## src/include/qxc_pkg.sv

```systemverilog
package qxc_pkg;

    localparam int DATA_W = 32;

    // Register byte offsets
    localparam logic [7:0] OFS_ACCUM = 8'h00;
    localparam logic [7:0] OFS_HIGHSP = 8'h04;
    localparam logic [7:0] OFS_LOWSP = 8'h08;
    localparam logic [7:0] OFS_UPLIM = 8'h0C;
    localparam logic [7:0] OFS_LOLIM = 8'h10;
    localparam logic [7:0] OFS_CTRL = 8'h14;
    localparam logic [7:0] OFS_STATUS = 8'h18;

    // Control register fields
    localparam int CTRL_CE_BIT = 0;
    localparam int CTRL_MODE_LSB = 4;
    localparam int CTRL_MODE_W = 4;

    // Status register fields (write one to clear events)
    localparam int ST_ERR_BIT = 0;
    localparam int ST_HIGH_BIT = 1;
    localparam int ST_LOW_BIT = 2;
    localparam int ST_OVF_BIT = 3;
    localparam int ST_UNF_BIT = 4;
    localparam int ST_DIR_BIT = 5;

    // Counter mode selections
    localparam logic [3:0] MODE_QX4 = 4'h8;
    localparam logic [3:0] MODE_QX4_RH = 4'h9;
    localparam logic [3:0] MODE_ZERO = 4'h0;
    localparam logic [3:0] MODE_ONE = 4'h1;

    // Reset values
    localparam logic [31:0] RST_ZERO = 32'h0000_0000;
    localparam logic [31:0] RST_UPLIM = 32'h7FFF_FFFF;
    localparam logic [31:0] RST_LOLIM = 32'h8000_0000;
    localparam logic [31:0] RST_HIGHSP = 32'h7FFF_FFFE;
    localparam logic [31:0] RST_LOWSP = 32'h8000_0000;
    localparam logic [3:0] RST_MODE = 4'h8;

    localparam logic [1:0] HTRANS_NONSEQ = 2'h2;
    localparam logic [2:0] HSIZE_WORD = 3'h2;

    // Encoder pins as sampled
    typedef struct packed {
        logic phaseA;
        logic phaseB;
        logic zeroReset;
        logic holdIn;
    } qxc_pins_t;

    // Events of one cycle
    typedef struct packed {
        logic highHit;
        logic lowHit;
        logic overflow;
        logic underflow;
    } qxc_evt_t;

endpackage

```

## src/hdl/qxc_counter.sv

```systemverilog
// Overview of operation
// - A rising counts up with B low, down with B high; falling reverses.
// - B rising counts down with A low, up with A high; falling reverses.
// - Accumulator holds without phase edges or while count enable is off, unless a mode 9 zero reset zeroes it.
// - Mode 9: reset with both phases low zeroes; hold freezes the count while zero reset is low.
// - Software loads start value; accumulator tracks the live signed count.
// - Reaching the high setpoint raises an event.
// - Error when high setpoint is not below the upper rollover limit.
// - Reaching the low setpoint raises an event.
// - Modes 0 and 1: error when low setpoint is above zero.
// - Error when low setpoint is below the lower rollover limit.
// - Past upper limit: overflow event, reload lower limit, keep counting.
// - Error when upper limit is not above the high setpoint.
// - Past lower limit: underflow event, reload upper limit, keep counting.
// - Error when lower limit is above the low setpoint.
`timescale 1ns/1ps
`default_nettype none

module qxc_counter
    import qxc_pkg::*;
#(
    parameter int SYNC_STAGES = 3
) (
    input wire logic clk,
    input wire logic resetn,
    input wire logic hsel,
    input wire logic [31:0] haddr,
    input wire logic [1:0] htrans,
    input wire logic hwrite,
    input wire logic [2:0] hsize,
    input wire logic [31:0] hwdata,
    input wire logic hready,
    output logic [31:0] hrdata,
    output logic hreadyout,
    output logic hresp,
    input wire qxc_pkg::qxc_pins_t pinsIn,
    output logic counterError
);
    import qxc_pkg::*;

    // ****************************************************************
    // Input synchroniser
    // ****************************************************************
    qxc_pins_t syncFf [SYNC_STAGES];
    qxc_pins_t pinsFf;

    always_ff @(posedge clk or negedge resetn) begin
        if (!resetn) begin
            syncFf[0] <= '0;
        end else begin
            syncFf[0] <= pinsIn;
        end
    end

    // Later stages only ever read the stage before them
    for (genvar gi = 1; gi < SYNC_STAGES; gi++) begin : g_sync
        always_ff @(posedge clk or negedge resetn) begin
            if (!resetn) begin
                syncFf[gi] <= '0;
            end else begin
                syncFf[gi] <= syncFf[gi-1];
            end
        end
    end

    // Agreed level moves only when the second and third stages match
    wire logic pinsAgree = (syncFf[SYNC_STAGES-1] == syncFf[SYNC_STAGES-2]);
    wire qxc_pins_t nxt_pins = pinsAgree ? syncFf[SYNC_STAGES-1] : pinsFf;

    always_ff @(posedge clk or negedge resetn) begin
        if (!resetn) begin
            pinsFf <= '0;
        end else begin
            pinsFf <= nxt_pins;
        end
    end

    // ****************************************************************
    // Edge detection
    // ****************************************************************
    wire logic riseA = nxt_pins.phaseA & ~pinsFf.phaseA;
    wire logic fallA = ~nxt_pins.phaseA & pinsFf.phaseA;
    wire logic riseB = nxt_pins.phaseB & ~pinsFf.phaseB;
    wire logic fallB = ~nxt_pins.phaseB & pinsFf.phaseB;

    // ****************************************************************
    // Registers
    // ****************************************************************
    logic [31:0] accumFf, highSpFf, lowSpFf, upLimFf, loLimFf;
    logic countEnFf;
    logic [3:0] modeFf;
    logic errFf, highFf, lowFf, ovfFf, unfFf, dirFf;

    // ****************************************************************
    // Quadrature decode
    // ****************************************************************
    // Both phases change together: contributions cancel out (illegal step)
    wire logic upA = (riseA & ~nxt_pins.phaseB) | (fallA & nxt_pins.phaseB);
    wire logic dnA = (riseA & nxt_pins.phaseB) | (fallA & ~nxt_pins.phaseB);
    wire logic upB = (riseB & nxt_pins.phaseA) | (fallB & ~nxt_pins.phaseA);
    wire logic dnB = (riseB & ~nxt_pins.phaseA) | (fallB & nxt_pins.phaseA);
    wire logic stepUp = (upA | upB) & ~(dnA | dnB);
    wire logic stepDn = (dnA | dnB) & ~(upA | upB);

    wire logic extMode = (modeFf == MODE_QX4_RH);
    wire logic zeroReq = extMode & nxt_pins.zeroReset
                         & ~nxt_pins.phaseA & ~nxt_pins.phaseB;
    wire logic holdReq = extMode & ~nxt_pins.zeroReset & nxt_pins.holdIn;
    wire logic doUp = countEnFf & stepUp & ~holdReq;
    wire logic doDn = countEnFf & stepDn & ~holdReq;

    // ****************************************************************
    // Rollover and setpoint events
    // ****************************************************************
    wire logic atUpLim = ($signed(accumFf) >= $signed(upLimFf));
    wire logic atLoLim = ($signed(accumFf) <= $signed(loLimFf));
    wire logic evOvf = doUp & atUpLim;
    wire logic evUnf = doDn & atLoLim;

    // ****************************************************************
    // Next accumulator value
    // ****************************************************************
    // Zero reset outranks rollover, which outranks a plain step
    logic [31:0] nxt_count;
    always_comb begin
        nxt_count = accumFf;
        if (zeroReq) begin
            nxt_count = RST_ZERO;
        end else if (evOvf) begin
            nxt_count = loLimFf;
        end else if (evUnf) begin
            nxt_count = upLimFf;
        end else if (doUp) begin
            nxt_count = accumFf + 32'h0000_0001;
        end else if (doDn) begin
            nxt_count = accumFf - 32'h0000_0001;
        end
    end

    wire logic moved = (nxt_count != accumFf);
    wire logic evHigh = moved & (nxt_count == highSpFf);
    wire logic evLow = moved & (nxt_count == lowSpFf);

    // ****************************************************************
    // Setting checks
    // ****************************************************************
    wire logic errHigh = ~($signed(highSpFf) < $signed(upLimFf));
    wire logic errLowPos = ((modeFf == MODE_ZERO) | (modeFf == MODE_ONE))
                           & ($signed(lowSpFf) > $signed(RST_ZERO));
    wire logic errLowUf = ($signed(lowSpFf) < $signed(loLimFf));
    wire logic errUp = ~($signed(upLimFf) > $signed(highSpFf));
    wire logic errLo = ($signed(loLimFf) > $signed(lowSpFf));
    wire logic errNow = errHigh | errLowPos | errLowUf | errUp | errLo;

    // ****************************************************************
    // AHB-Lite slave
    // ****************************************************************
    logic wrPendFf;
    logic [7:0] wrAddrFf;
    wire logic take = hsel & hready & (htrans == HTRANS_NONSEQ);
    wire logic wrAcc = wrPendFf & (wrAddrFf == OFS_ACCUM);
    wire logic wrHigh = wrPendFf & (wrAddrFf == OFS_HIGHSP);
    wire logic wrLow = wrPendFf & (wrAddrFf == OFS_LOWSP);
    wire logic wrUp = wrPendFf & (wrAddrFf == OFS_UPLIM);
    wire logic wrLo = wrPendFf & (wrAddrFf == OFS_LOLIM);
    wire logic wrCtrl = wrPendFf & (wrAddrFf == OFS_CTRL);
    wire logic wrStat = wrPendFf & (wrAddrFf == OFS_STATUS);

    wire qxc_evt_t ev = '{highHit: evHigh, lowHit: evLow, overflow: evOvf, underflow: evUnf};

    // Set beats clear for sticky flags
    function automatic logic sticky(input logic cur, input logic set, input logic clr);
        return set | (cur & ~clr);
    endfunction

    // ****************************************************************
    // Read path
    // ****************************************************************
    wire logic [31:0] statusWord = {26'h0, dirFf, unfFf, ovfFf, lowFf, highFf, errFf};
    wire logic [31:0] ctrlWord = {24'h0, modeFf, 3'h0, countEnFf};
    logic [31:0] nxt_rdata;
    always_comb begin
        case (haddr[7:0])
            OFS_ACCUM: nxt_rdata = accumFf;
            OFS_HIGHSP: nxt_rdata = highSpFf;
            OFS_LOWSP: nxt_rdata = lowSpFf;
            OFS_UPLIM: nxt_rdata = upLimFf;
            OFS_LOLIM: nxt_rdata = loLimFf;
            OFS_CTRL: nxt_rdata = ctrlWord;
            OFS_STATUS: nxt_rdata = statusWord;
            default: nxt_rdata = RST_ZERO;
        endcase
    end

    always_ff @(posedge clk or negedge resetn) begin
        if (!resetn) begin
            wrPendFf <= 1'b0;
            wrAddrFf <= OFS_ACCUM;
        end else begin
            wrPendFf <= take & hwrite;
            wrAddrFf <= haddr[7:0];
        end
    end

    // Read data stands from the data phase until the next read
    always_ff @(posedge clk or negedge resetn) begin
        if (!resetn) begin
            hrdata <= RST_ZERO;
        end else if (take & ~hwrite) begin
            hrdata <= nxt_rdata;
        end
    end

    assign hreadyout = 1'b1;
    assign hresp = 1'b0;

    // ****************************************************************
    // Accumulator
    // ****************************************************************
    // Software load of the start value wins over a count that cycle
    always_ff @(posedge clk or negedge resetn) begin
        if (!resetn) begin
            accumFf <= RST_ZERO;
        end else begin
            accumFf <= wrAcc ? hwdata : nxt_count;
        end
    end

    // ****************************************************************
    // Setpoints and rollover limits
    // ****************************************************************
    always_ff @(posedge clk or negedge resetn) begin
        if (!resetn) begin
            highSpFf <= RST_HIGHSP;
        end else if (wrHigh) begin
            highSpFf <= hwdata;
        end
    end

    always_ff @(posedge clk or negedge resetn) begin
        if (!resetn) begin
            lowSpFf <= RST_LOWSP;
        end else if (wrLow) begin
            lowSpFf <= hwdata;
        end
    end

    always_ff @(posedge clk or negedge resetn) begin
        if (!resetn) begin
            upLimFf <= RST_UPLIM;
        end else if (wrUp) begin
            upLimFf <= hwdata;
        end
    end

    always_ff @(posedge clk or negedge resetn) begin
        if (!resetn) begin
            loLimFf <= RST_LOLIM;
        end else if (wrLo) begin
            loLimFf <= hwdata;
        end
    end

    // ****************************************************************
    // Control register
    // ****************************************************************
    // Mode and enable take effect from the cycle after the write
    always_ff @(posedge clk or negedge resetn) begin
        if (!resetn) begin
            countEnFf <= 1'b0;
        end else if (wrCtrl) begin
            countEnFf <= hwdata[CTRL_CE_BIT];
        end
    end

    always_ff @(posedge clk or negedge resetn) begin
        if (!resetn) begin
            modeFf <= RST_MODE;
        end else if (wrCtrl) begin
            modeFf <= hwdata[CTRL_MODE_LSB +: CTRL_MODE_W];
        end
    end

    // ****************************************************************
    // Status flags
    // ****************************************************************
    // Error flag re-arms every cycle while a setting check fails
    always_ff @(posedge clk or negedge resetn) begin
        if (!resetn) begin
            errFf <= 1'b0;
        end else begin
            errFf <= sticky(errFf, errNow, wrStat & hwdata[ST_ERR_BIT]);
        end
    end

    always_ff @(posedge clk or negedge resetn) begin
        if (!resetn) begin
            highFf <= 1'b0;
        end else begin
            highFf <= sticky(highFf, ev.highHit, wrStat & hwdata[ST_HIGH_BIT]);
        end
    end

    always_ff @(posedge clk or negedge resetn) begin
        if (!resetn) begin
            lowFf <= 1'b0;
        end else begin
            lowFf <= sticky(lowFf, ev.lowHit, wrStat & hwdata[ST_LOW_BIT]);
        end
    end

    always_ff @(posedge clk or negedge resetn) begin
        if (!resetn) begin
            ovfFf <= 1'b0;
        end else begin
            ovfFf <= sticky(ovfFf, ev.overflow, wrStat & hwdata[ST_OVF_BIT]);
        end
    end

    always_ff @(posedge clk or negedge resetn) begin
        if (!resetn) begin
            unfFf <= 1'b0;
        end else begin
            unfFf <= sticky(unfFf, ev.underflow, wrStat & hwdata[ST_UNF_BIT]);
        end
    end

    always_ff @(posedge clk or negedge resetn) begin
        if (!resetn) begin
            dirFf <= 1'b0;
        end else if (doUp) begin
            dirFf <= 1'b1;
        end else if (doDn) begin
            dirFf <= 1'b0;
        end
    end

    assign counterError = errFf;

endmodule // qxc_counter
`default_nettype wire

```

## config.mk

```make
export PLATFORM = sky130hd
export DESIGN_NAME = qxc_counter
export DESIGN_NICKNAME = d
export VERILOG_FILES = /design/src/include/qxc_pkg.sv /design/src/hdl/qxc_counter.sv
export SDC_FILE = /design/constraint.sdc
export NUM_CORES = 1
export LEC_CHECK = 0
export BUFFER_PORTS_ARGS = -buffer_cell sky130_fd_sc_hd__buf_2
export CAP_MARGIN = 20
export CORE_ASPECT_RATIO = 0.5
export CORE_MARGIN = 10
export CORE_UTILIZATION = 55
export DETAILED_ROUTE_END_ITERATION = 10
export PLACE_DENSITY = 0.85
export SKIP_CTS_REPAIR_TIMING = 1
export SLEW_MARGIN = 20
export SYNTH_ARGS = -nofsm -noshare
export SYNTH_HDL_FRONTEND = slang
export SYNTH_SLANG_ARGS = --single-unit
```

## constraint.sdc

```tcl
create_clock -name clk -period 6.3 [get_ports clk]
set_clock_uncertainty 0.2 [all_clocks]
set_input_delay 0.315 -clock clk [delete_from_list [all_inputs] [get_ports clk]]
set_output_delay 0.315 -clock clk [all_outputs]
set_load 0.005 [all_outputs]
```

==> results list, run 1 <==
- Final weighted congestion in routability-driven placement: 1.12
* Register clock-pin slew on the reported worst setup and hold paths: 0.08 ns
- The first TritonRoute pass finished after 7 iterations.
* Largest driver fanout on the critical path: 20
- After global routing, the most crowded layer is met1.
* Period utilization: between 90% and 100%
- Status: finished, final reports clean
- Final count of hold timing violations: 0
- Power per cell area: 290 mW/mm2
- Worst hold path endpoint: wrAddrFf[2]
- Crit path required time: approximately 6.6 ns
- Setup repair after global routing left no endpoint under its margin.
* Power dissipated by switching net loads: approximately 2.2 mW
- In the global route stage, met2 resource usage came out at 50.9%.
- Of all flip-flops after synthesis, the portion carrying an async set or reset was 100%.
* Clk Tree Root Cell: sky130_fd_sc_hd__clkbuf_16
- Final core occ: between 60% and 70%
- From synthesis to final layout, the design area changed by 14.3%.
- Cell Rows: 44
* Number of DRC markers in iteration 0: slightly above 3000
- Number of enable flip-flop cells after synthesis: 0
- Post-route DRC violation count: 0
- Sequential cells were found to cover 35.0% of the synthesized design area.
- Hold path depth: 1
- The internal power of the cells totals ~3.2 mW.
- Drt wl/cell: 31.4 um
- Gate power share: about two fifths
- Source of the worst register-to-register timing path: loLimFf[11]
- The first global-routing pass estimated 105000 um of wire.
* Worst-case register-to-register setup slack: between 0.5 and 0.6 ns
* Floorplan die area: between 0.03 and 0.04 mm2
- Met1 track utilization from global routing: between 50% and 60%
- The worst hold path belongs to the class input pin to register.
* Worst vdd rail ir drop: about 0.23 mV
- Estimated wirelength of the detail-placed design: 56200 um
- Share of cells above drive strength 1: 19.8%
- Dividing the synthesized area by the synthesized cell count gives approximately 9.0 um2.
* Clock share of power: ~28%
- Part of the total power dissipated in sequential elements: around a third
* Gate count after technology mapping: around 1800
- The most used flip-flop cell after synthesis is sky130_fd_sc_hd__dfrtp_1.
- Number of vias per cell after detailed routing: about 7
- In this run, synthesis produced a sequential element count of between 200 and 250.
- Antenna-violating nets left: 0
- Entering global routing, the biggest net connects about 120 pins.
- Post-detailed-routing wire length: approximately 74000 um
* Die X: about 260 um
* Pleak: about 8.5 nW
- Number of nets produced by synthesis: between 2000 and 2500
* Longest Clk Path Bufs: 3
* Number of sinks on the clock net: between 200 and 250
* Number of H-tree levels: 1
- In the global route stage, overall resource usage came out at between 30% and 40%.
- TritonCTS built the clock tree.
* Type of element capturing the critical path: register
- End of the worst register-to-register path: lowFf
* Maximum clock rate: approximately 0.18 GHz
- Vias in the first global route: between 15000 and 20000
* Final global-route overflow total: 0
* Actual transition at the worst max-transition pin: approximately 1.2 ns
* FF-to-FF path depth: 15
- In this run the standard cell core region covers about 0.029 mm2.
- Ys Warns: 0
- The worst setup path is launched from a register.
* Initial core utilization: 56.3%
* Netlist area before placement: between 0.015 and 0.02 mm2
* Setup violations, final: 0
* Nets@finish: about 2100
- The tool flagged a number of max-cap violations equal to 0.
* Beginning of the worst hold path: haddr[2]
* Clock latency of the later-clocked register in the worst-skew pair: 0.56 ns
- Category of the critical setup timing path: register to register
- The number of pins with negative max-slew slack in the final report came to 0.
- Vias after detailed routing: 16502
- Arrival time at the worst endpoint: approximately 6.0 ns
* Headroom to the max-slew limit: a little over a fifth
* PortBufs: 83
- Counting the buffers created by CTS gives 22.
- Accumulated negative setup slack: 0 ns
* Number of primary I/O pins: ~110
* Die height: between 100 and 150 um
* Switching portion of total power: a little over 40%
- Met3 usage in global routing: approximately 18%
- The netlist uses 86 different library cells.
- Minimum period implied by the final worst setup slack: 5.71 ns
- The number of antenna violations at the first check in global routing is 7.
## registers in the layout, summed over array words and instances (netlist names)
signal and cells:
accumFf 32, countEnFf 1, counterError 1, dirFf 1
highFf 1, highSpFf 32, hrdata 32, loLimFf 32
lowFf 1, lowSpFf 32, modeFf 4, ovfFf 1
pinsFf 3, syncFf 12, unfFf 1, upLimFf 32
wrAddrFf 8, wrPendFf 1
## synthesized netlist by cell type, drive strengths merged, types with 12 or more instances
cell / number / area share (%)
nor2b: 15 / 0.57
nand3: 28 / 0.93
o21ai: 193 / 5.9
buf: 28 / 0.84
xnor2: 74 / 4.0
dfrtp: 163 / 25
inv: 140 / 3.2
a21oi: 78 / 2.4
a21o: 26 / 1.2
xor2: 18 / 0.96
nand4: 58 / 2.2
clkbuf: 77 / 1.8
ha: 130 / 9.9
mux2: 56 / 3.8
nor3: 43 / 1.3
mux4: 28 / 3.8
mux2i: 18 / 1.1
a22oi: 36 / 1.6
nor2: 61 / 1.4
nor4: 28 / 1.3
a32oi: 12 / 0.64
nand2: 239 / 5.5
dfstp: 64 / 10
## worst max path at each step
stage / slack [ns] / to / startpoint / cells after the start
finish: 0.59 / lowFf / loLimFf[11] / 15
global route: 0.42 / lowFf / loLimFf[11] / 15
CTS: 0.83 / lowFf / loLimFf[14] / 15
detailed placement: 0.85 / lowFf / loLimFf[11] / 15
global placement: 0.88 / lowFf / loLimFf[11] / 15
floorplan: 1.79 / lowFf / upLimFf[30] / 16
## worst max-delay path: stages (launching register included)
cell                        delay (ns)
sky130_fd_sc_hd__dfrtp_1          0.61
sky130_fd_sc_hd__inv_1            0.19
sky130_fd_sc_hd__ha_1             0.34
sky130_fd_sc_hd__nand4_1          0.14
sky130_fd_sc_hd__nor3_1           0.07
sky130_fd_sc_hd__buf_4            0.17
sky130_fd_sc_hd__a21boi_0         0.13
sky130_fd_sc_hd__o41ai_1          0.82
sky130_fd_sc_hd__a211o_2          0.66
sky130_fd_sc_hd__nand2_1          0.12
sky130_fd_sc_hd__a311oi_1         0.58
sky130_fd_sc_hd__xnor2_1          0.23
sky130_fd_sc_hd__or3b_1           0.40
sky130_fd_sc_hd__a2111oi_0        0.43
sky130_fd_sc_hd__nand4_1          0.19
sky130_fd_sc_hd__o41ai_2          0.33
## metal layers
layer	routed length, um	part of all wire, %
met5	104	0.14
met4	1640	2.2
met3	12600	17
met2	28800	39
met1	30600	42
## logic make-up (layout without fill, tap and decap cells)
family	count (synthesis)	after routing	synth area share, %
buffers and inverters	245	382	5.79
AOI/OAI and AO/OA	482	482	19.2
DFF	227	227	35.0
other	2	3	0.0457
muxes	102	102	8.76
and+or+nand+nor	540	540	16.2
adders and majority gates	130	130	9.89
xor gates and xnor gates	92	92	4.99
## power groups by stage
stage | clock [mW] | sequential, mW | combinational (mW)
3_3_place_gp | 0 | 1.86 | 1.92
3_5_place_dp | 0 | 1.86 | 1.94
5_1_grt | 1.55 | 1.86 | 2.17
2_1_floorplan | 0 | 1.72 | 1.26
6_report | 1.50 | 1.85 | 2.10
4_1_cts | 1.48 | 1.84 | 1.95
## stage by stage
| stage | power (mW) | std cells | cell area (um2) | hold slack, ns | setup slack [ns] |
|---|---|---|---|---|---|
| after floorplan | 2.98 | 1820 | 16400 | -0.181 | 1.79 |
| after global placement | 3.78 | 2262 | 17500 | 0.134 | 0.884 |
| after detailed placement | 3.80 | 2262 | 17500 | 0.140 | 0.852 |
| after CTS | 5.27 | 2302 | 18300 | -0.365 | 0.826 |
| after global routing | 5.58 | 2348 | 18800 | 0.112 | 0.418 |
| final | 5.44 | 2349 | 18800 | 0.0737 | 0.589 |
## cells in the final DEF, fill, tap and decap left out, types with 12 or more instances in the layout
cell type,instances
sky130_fd_sc_hd__a21o_1,26
sky130_fd_sc_hd__a21oi_1,78
sky130_fd_sc_hd__a22oi_1,36
sky130_fd_sc_hd__a32oi_1,12
sky130_fd_sc_hd__buf_2,82
sky130_fd_sc_hd__buf_4,72
sky130_fd_sc_hd__clkbuf_16,23
sky130_fd_sc_hd__dfrtp_1,163
sky130_fd_sc_hd__dfstp_2,64
sky130_fd_sc_hd__dlygate4sd3_1,45
sky130_fd_sc_hd__ha_1,130
sky130_fd_sc_hd__inv_1,140
sky130_fd_sc_hd__mux2_2,56
sky130_fd_sc_hd__mux2i_1,18
sky130_fd_sc_hd__mux4_2,28
sky130_fd_sc_hd__nand2_1,239
sky130_fd_sc_hd__nand3_1,26
sky130_fd_sc_hd__nand4_1,57
sky130_fd_sc_hd__nor2_1,59
sky130_fd_sc_hd__nor2b_1,12
sky130_fd_sc_hd__nor3_1,41
sky130_fd_sc_hd__nor4_1,21
sky130_fd_sc_hd__o21ai_0,188
sky130_fd_sc_hd__xnor2_1,72
sky130_fd_sc_hd__xor2_1,18
## final cells by class
cell class | count | area, um2
Antenna cell | 1 | 2.50
Clock buffer | 30 | 642
Clock inverter | 10 | 140
Fill cell | 2363 | 10400
Inverter | 140 | 526
Multi-Input combinational cell | 1348 | 9800
Sequential cell | 227 | 5760
Tap cell | 391 | 489
Timing Repair Buffer | 202 | 1440
Power figures use the tool's default switching activity.
==> run 2, diff against run 1 <==
Settings changed: REMOVE_ABC_BUFFERS from default to 1.
==> results list, run 2 (synthesized netlist as in run 1, its figures left out) <==
* Category of the critical setup timing path: register to register
- Post-detailed-routing wire length: a little under 80000 um
- Actual transition at the worst max-transition pin: 1.21 ns
* Crit path required time: 6.55 ns
- Worst vdd rail ir drop: approximately 0.20 mV
* PortBufs: slightly above 80
- Floorplan die area: around 0.038 mm2
* Most used cells in the layout excluding fill and tap cells: 239 x sky130_fd_sc_hd__nand2_1, 188 x sky130_fd_sc_hd__o21ai_0, 163 x sky130_fd_sc_hd__dfrtp_1, 140 x sky130_fd_sc_hd__inv_1, 130 x sky130_fd_sc_hd__ha_1
- Clock latency of the later-clocked register in the worst-skew pair: 0.55 ns
- Filler cell count: 2356
* Antenna-violating nets left: 0
- Nets@finish: 2174
- Final worst hold slack: between 0.15 and 0.2 ns
- Summed over all layers, the global routing overflow is 0.
- Post-route DRC violation count: 0
* Worst Hold Class: register to register
- The total area inside the core boundary comes to 0.0292 mm2.
* WP buf/inv: 5
* Initial core utilization: 56.3%
- In the final layout, flip-flops and latches occupy around 0.0058 mm2.
- Of all nets on the critical path, the largest fanout is 19.
- The critical path goes through inv_1 > ha_1 > nand4_1 > nor3_1 > a21boi_0 > o41ai_1 > buf_4 > a211oi_4 > buf_4 > mux2i_1 > and2_1 > nor3_1 > or3b_1 > a2111oi_0 > buf_4 > nand4_1 > buf_4 > o41ai_2.
- The largest individual stage delay along the critical path comes from the cell sky130_fd_sc_hd__a211oi_4.
* Area taken by multi-input logic gates: roughly 0.0098 mm2
- Layout-stage area growth over the synthesis result: 14.9%
* Clk Tree Root Cell: sky130_fd_sc_hd__clkbuf_16
- The first routing iteration left approximately 2600 violations.
* Estimated wirelength of the detail-placed design: just under 60000 um
- TritonCTS built the clock tree.
- In the final layout, the share of cells above drive strength 1 is 20.4%.
- Count of final max-slew check failures: 0
- At the worst endpoint, the arrival time is 6.07 ns.
- Largest net degree at the start of global routing: 143
- Power per cell area: 288 mW/mm2
- Setup violations, final: 0
- For this design, the sink count on the clock tree is approximately 230.
- Final weighted congestion in routability-driven placement: between 1 and 1.5
* Pleak: approximately 8.6 nW
- For flop-to-flop paths, the worst setup slack is approximately 0.48 ns.
- Vias in the first global route: approximately 15000
* Status: finished, final reports clean
* Die X: 265 um
- After detailed routing, the number of vias per cell comes to approximately 7.
- The first global-routing pass estimated between 100000 and 150000 um of wire.
- The tool flagged a number of max-cap violations equal to 0.
* Setup repair after global routing missed its margin: false
- Antenna violations before repair: 3
- The cell that appears most often on the critical path is sky130_fd_sc_hd__buf_4.
- Vias after detailed routing: around 17000
- CP delay by family, top: compound AO/OA/AOI/OAI gates
- Delay of the slowest cell on the worst path: 0.57 ns
- Dividing the detail-routed wire length by the instance count gives roughly 32 um.
- Longest Clk Path Bufs: 3
- Number of H-tree levels: 1
- STA classifies the critical path startpoint as a register.
- Most frequent standard cell in the layout excluding fill and tap cells: sky130_fd_sc_hd__nand2_1
- Clock-pin slew was measured on the worst setup and hold paths at 0.07 ns.
- Number of buffers inserted during clock tree synthesis: 22
- In the finished design, the share of the clock period the worst path needs comes to between 90% and 100%.
- The first detailed-routing pass took 6 iterations.
- Cell Rows: 44
- The count of final hold-check violations is 0.
- STA classifies the critical path endpoint as a register.
- Global-route usage over all layers: between 30% and 40%
- Maximum clock rate: 0.172 GHz
- Accumulated negative setup slack: 0 ns
- Number of primary I/O pins: ~110
- Headroom to the max-slew limit: between 10% and 20%
* Minimum period implied by the final worst setup slack: 5.82 ns
* Die height: 142 um
## run 2: final cells by class
cell class	count	area share, %
well taps	391	2.59
repair buffers	227	8.70
clock buffers	37	3.48
inverters	140	2.78
multi-input cells	1348	51.8
clock inverters	3	0.159
flip-flops and latches	227	30.5
diodes	4	0.0530
## run 2: metal layers
layer,part of all wire (%),track usage [%]
met1,40,53.5
met2,37,50.4
met3,20,25.2
met4,2.5,8.78
met5,0,0
## run 2: path summary, 6_finish.rpt
path                             startpoint           to  cells past startpoint
min in group asynchronous            resetn   accumFf[9]                      2
worst min register to register    syncFf[9]    syncFf[5]                      0
worst max-delay path            loLimFf[15]        lowFf                     18
worst min-delay path              syncFf[9]    syncFf[5]                      0
worst max register to register  loLimFf[15]        lowFf                     18
max in group asynchronous            resetn  loLimFf[29]                      3
## run 2: through the flow
step	power, mW	instance area, um2	setup slack [ns]	util, %	std cells
after floorplan	2.93	16000	1.09	-	1715
after global placement	3.93	17700	0.865	60.7	2287
after detailed placement	3.93	17700	0.772	60.7	2287
after CTS	5.26	18400	0.714	63.1	2327
after global routing	5.57	18900	0.236	64.6	2373
final	5.44	18900	0.479	64.7	2377
## run 2: where the power goes
part	switching, mW	internal, mW
sequential	0.186	1.58
clock	0.624	0.714
combinational	1.47	0.871
==> run 3, diff against run 2 <==
Clock period 6.3 ns to 6.15 ns, I/O delays scaled along.
==> results list, run 3 (synthesized netlist as in run 1, its figures left out) <==
- PortBufs: 83
- TritonCTS clock tree: yes
- The number of pins with negative max-slew slack in the final report was 0.
- Gate power share: 40.5%
- Nets@finish: approximately 2200
- The multi-input combinational cells in the finished layout cover a total of between 0.009 and 0.01 mm2.
- Area of placed instances: ~0.018 mm2
- Across the whole layout, storage elements account for slightly below 0.006 mm2.
- The finished cells cover around 0.019 mm2.
- Switching portion of total power: a little over two fifths
- Arrival time at the worst endpoint: between 6 and 7 ns
- Entering global routing, the biggest net connects between 100 and 150 pins.
- Worst Hold Class: input pin to register
* Die X: between 200 and 300 um
* Share of cells above drive strength 1: between 20% and 30%
- Final weighted congestion in routability-driven placement: between 1 and 1.5
- For this design the total switching power over the nets is about 2.3 mW.
* Cell Rows: 44
* Longest Clk Path Bufs: 3
- Category of the critical setup timing path: register to register
* Estimated wirelength of the detail-placed design: 57900 um
- Type of element capturing the critical path: register
- Walking the worst path, the cells encountered are ha_1 > nand4_1 > nor3_1 > a21boi_0 > o41ai_1 > a211o_2 > buf_4 > nand2_1 > o21ai_0 > o32ai_1 > a2111oi_1 > buf_4 > and4_1 > nand4_1 > a41o_1.
- The worst path uses between 90% and 100% of the clock period.
* Headroom to the max-slew limit: 17.1%
- Register clock-pin slew on the reported worst setup and hold paths: 0.07 ns
- Clock tree synthesis inserted a total of 22 buffers.
* Final global-route overflow total: 0
* Accumulated negative setup slack: 0 ns
- The tree built by TritonCTS fans out to 227 sinks.
* Max-cap check violation count: 0
* Maximum clock rate: ~0.17 GHz
* Vias in the first global route: around 15000
- Setup violations, final: 0
- Worst vdd rail ir drop: 0.200 mV
- around 110 I/O pins were placed.
- The detail route stage leaves a number of antenna-violating nets equal to 0.
- Delay of the slowest cell on the worst path: ~0.81 ns
* Initial core utilization: between 50% and 60%
* Internal portion of total power: 3.24 mW
* Slowest CP cell: sky130_fd_sc_hd__o41ai_1
* Filler cell count: roughly 2400
- The worst path needs slightly below 6 ns of the cycle, external delays included.
* CORE AREA: between 0.02 and 0.03 mm2
- Part of the total power dissipated in sequential elements: 34.2%
* First-pass GRT wire length: around 110000 um
- Leaving out fill and tap cells, the most frequent cell in the layout is sky130_fd_sc_hd__nand2_1.
- Clock latency of the later-clocked register in the worst-skew pair: around 0.56 ns
* Clk Tree Root Cell: sky130_fd_sc_hd__clkbuf_16
* Die height: between 100 and 150 um
* Final count of hold timing violations: 0
- Crit path required time: around 6.4 ns
- WP buf/inv: 2
- Setup crit start kind: register
* Number of H-tree levels: 1
- Largest driver fanout on the critical path: 13
- Drt wl/cell: about 32 um
* Setup repair after global routing missed its margin: false
* Power per cell area: 294 mW/mm2
* Post-route DRC violation count: 0
- Pleak: 8.64 nW
- The pre-antenna-repair detailed-routing pass consisted of 6 iterations.
- Clock share of power: about a quarter
- Across all layers, the routed design uses roughly 17000 vias.
- Floorplan die area: roughly 0.038 mm2
- After detailed routing, the total wire length is approximately 77000 um.
- At the pin with the least slew margin, the transition time is around 1.2 ns.
* Layout-stage area growth over the synthesis result: 15.4%
- In the layout the commonest cells are 239 x sky130_fd_sc_hd__nand2_1, 188 x sky130_fd_sc_hd__o21ai_0, 163 x sky130_fd_sc_hd__dfrtp_1, 140 x sky130_fd_sc_hd__inv_1, 130 x sky130_fd_sc_hd__ha_1.
* Global-route usage over all layers: 39.5%
- Worst-case register-to-register setup slack: ~0.28 ns
- The run finished with clean final reports.
- CP delay by family, top: compound AO/OA/AOI/OAI gates
- Number of DRC markers in iteration 0: 2942
- Number of vias per cell after detailed routing: approximately 7
- Antenna violations before repair: 4
## run 3: cell types whose count changed in the layout (fill, tap and decap cells not counted)
cell,before,now
sky130_fd_sc_hd__a2111oi_0,7,6
sky130_fd_sc_hd__a2111oi_1,0,1
sky130_fd_sc_hd__buf_12,2,3
sky130_fd_sc_hd__buf_16,0,1
sky130_fd_sc_hd__clkbuf_1,10,2
sky130_fd_sc_hd__clkbuf_4,1,0
sky130_fd_sc_hd__clkbuf_8,5,7
sky130_fd_sc_hd__clkinv_2,1,5
sky130_fd_sc_hd__clkinv_4,0,1
sky130_fd_sc_hd__clkinvlp_4,0,1
sky130_fd_sc_hd__diode_2,4,2
sky130_fd_sc_hd__nor4_1,23,22
sky130_fd_sc_hd__nor4_2,5,6
## run 3: worst reg2reg max path: cells and delay by family, from the launching register on
kind	cells	cell delay, ns
fa+ha+maj	1	0.36
compound gates	7	2.97
simple gates	5	0.89
flops	1	0.77
buf+inv	2	0.58
## run 3: worst paths after layout
path,start,endpoint,cells past startpoint
worst min register to register,syncFf[8],syncFf[4],0
worst max-delay path,accumFf[13],highFf,15
min in group asynchronous,resetn,loLimFf[8],2
worst min-delay path,haddr[2],wrAddrFf[2],1
max in group asynchronous,resetn,hrdata[31],3
worst max register to register,accumFf[13],highFf,15
## run 3: layout make-up
| class | count | area share [%] |
|---|---|---|
| well taps | 391 | 2.58 |
| multi-input cells | 1348 | 51.6 |
| diodes | 2 | 0.0264 |
| repair buffers | 228 | 8.87 |
| clock buffers | 31 | 3.45 |
| inverters | 140 | 2.77 |
| flip-flops and latches | 227 | 30.4 |
| clock inverters | 9 | 0.349 |
## run 3: per-stage QoR
step                setup slack (ns)  hold slack (ns)  cells  power [mW]  utilization, %
finish                         0.276           0.0859   2376        5.58            64.9
global route                   0.220           0.0892   2374        5.70            64.9
CTS                            0.598           -0.408   2328        5.38            63.3
detailed placement             0.581            0.136   2288        3.99            60.8
global placement               0.642            0.132   2288        3.98            60.8
floorplan                      0.943           -0.188   1715        3.00               -
## run 3: power groups by stage
stage	Clock, mW	Sequential, mW	Combinational (mW)
after global placement	0	1.91	2.06
after detailed placement	0	1.91	2.08
after floorplan	0	1.86	1.13
after CTS	1.40	1.89	2.09
after global routing	1.45	1.91	2.33
final	1.42	1.91	2.26
## run 3: routing by layer
layer,global-route usage (%),vias to the layer above,wire [um]
met5,0,-,0
met4,8.36,0,1720
met3,22.7,154,15500
met2,50.5,1462,28100
met1,55.6,8085,31300
li1,-,6928,-
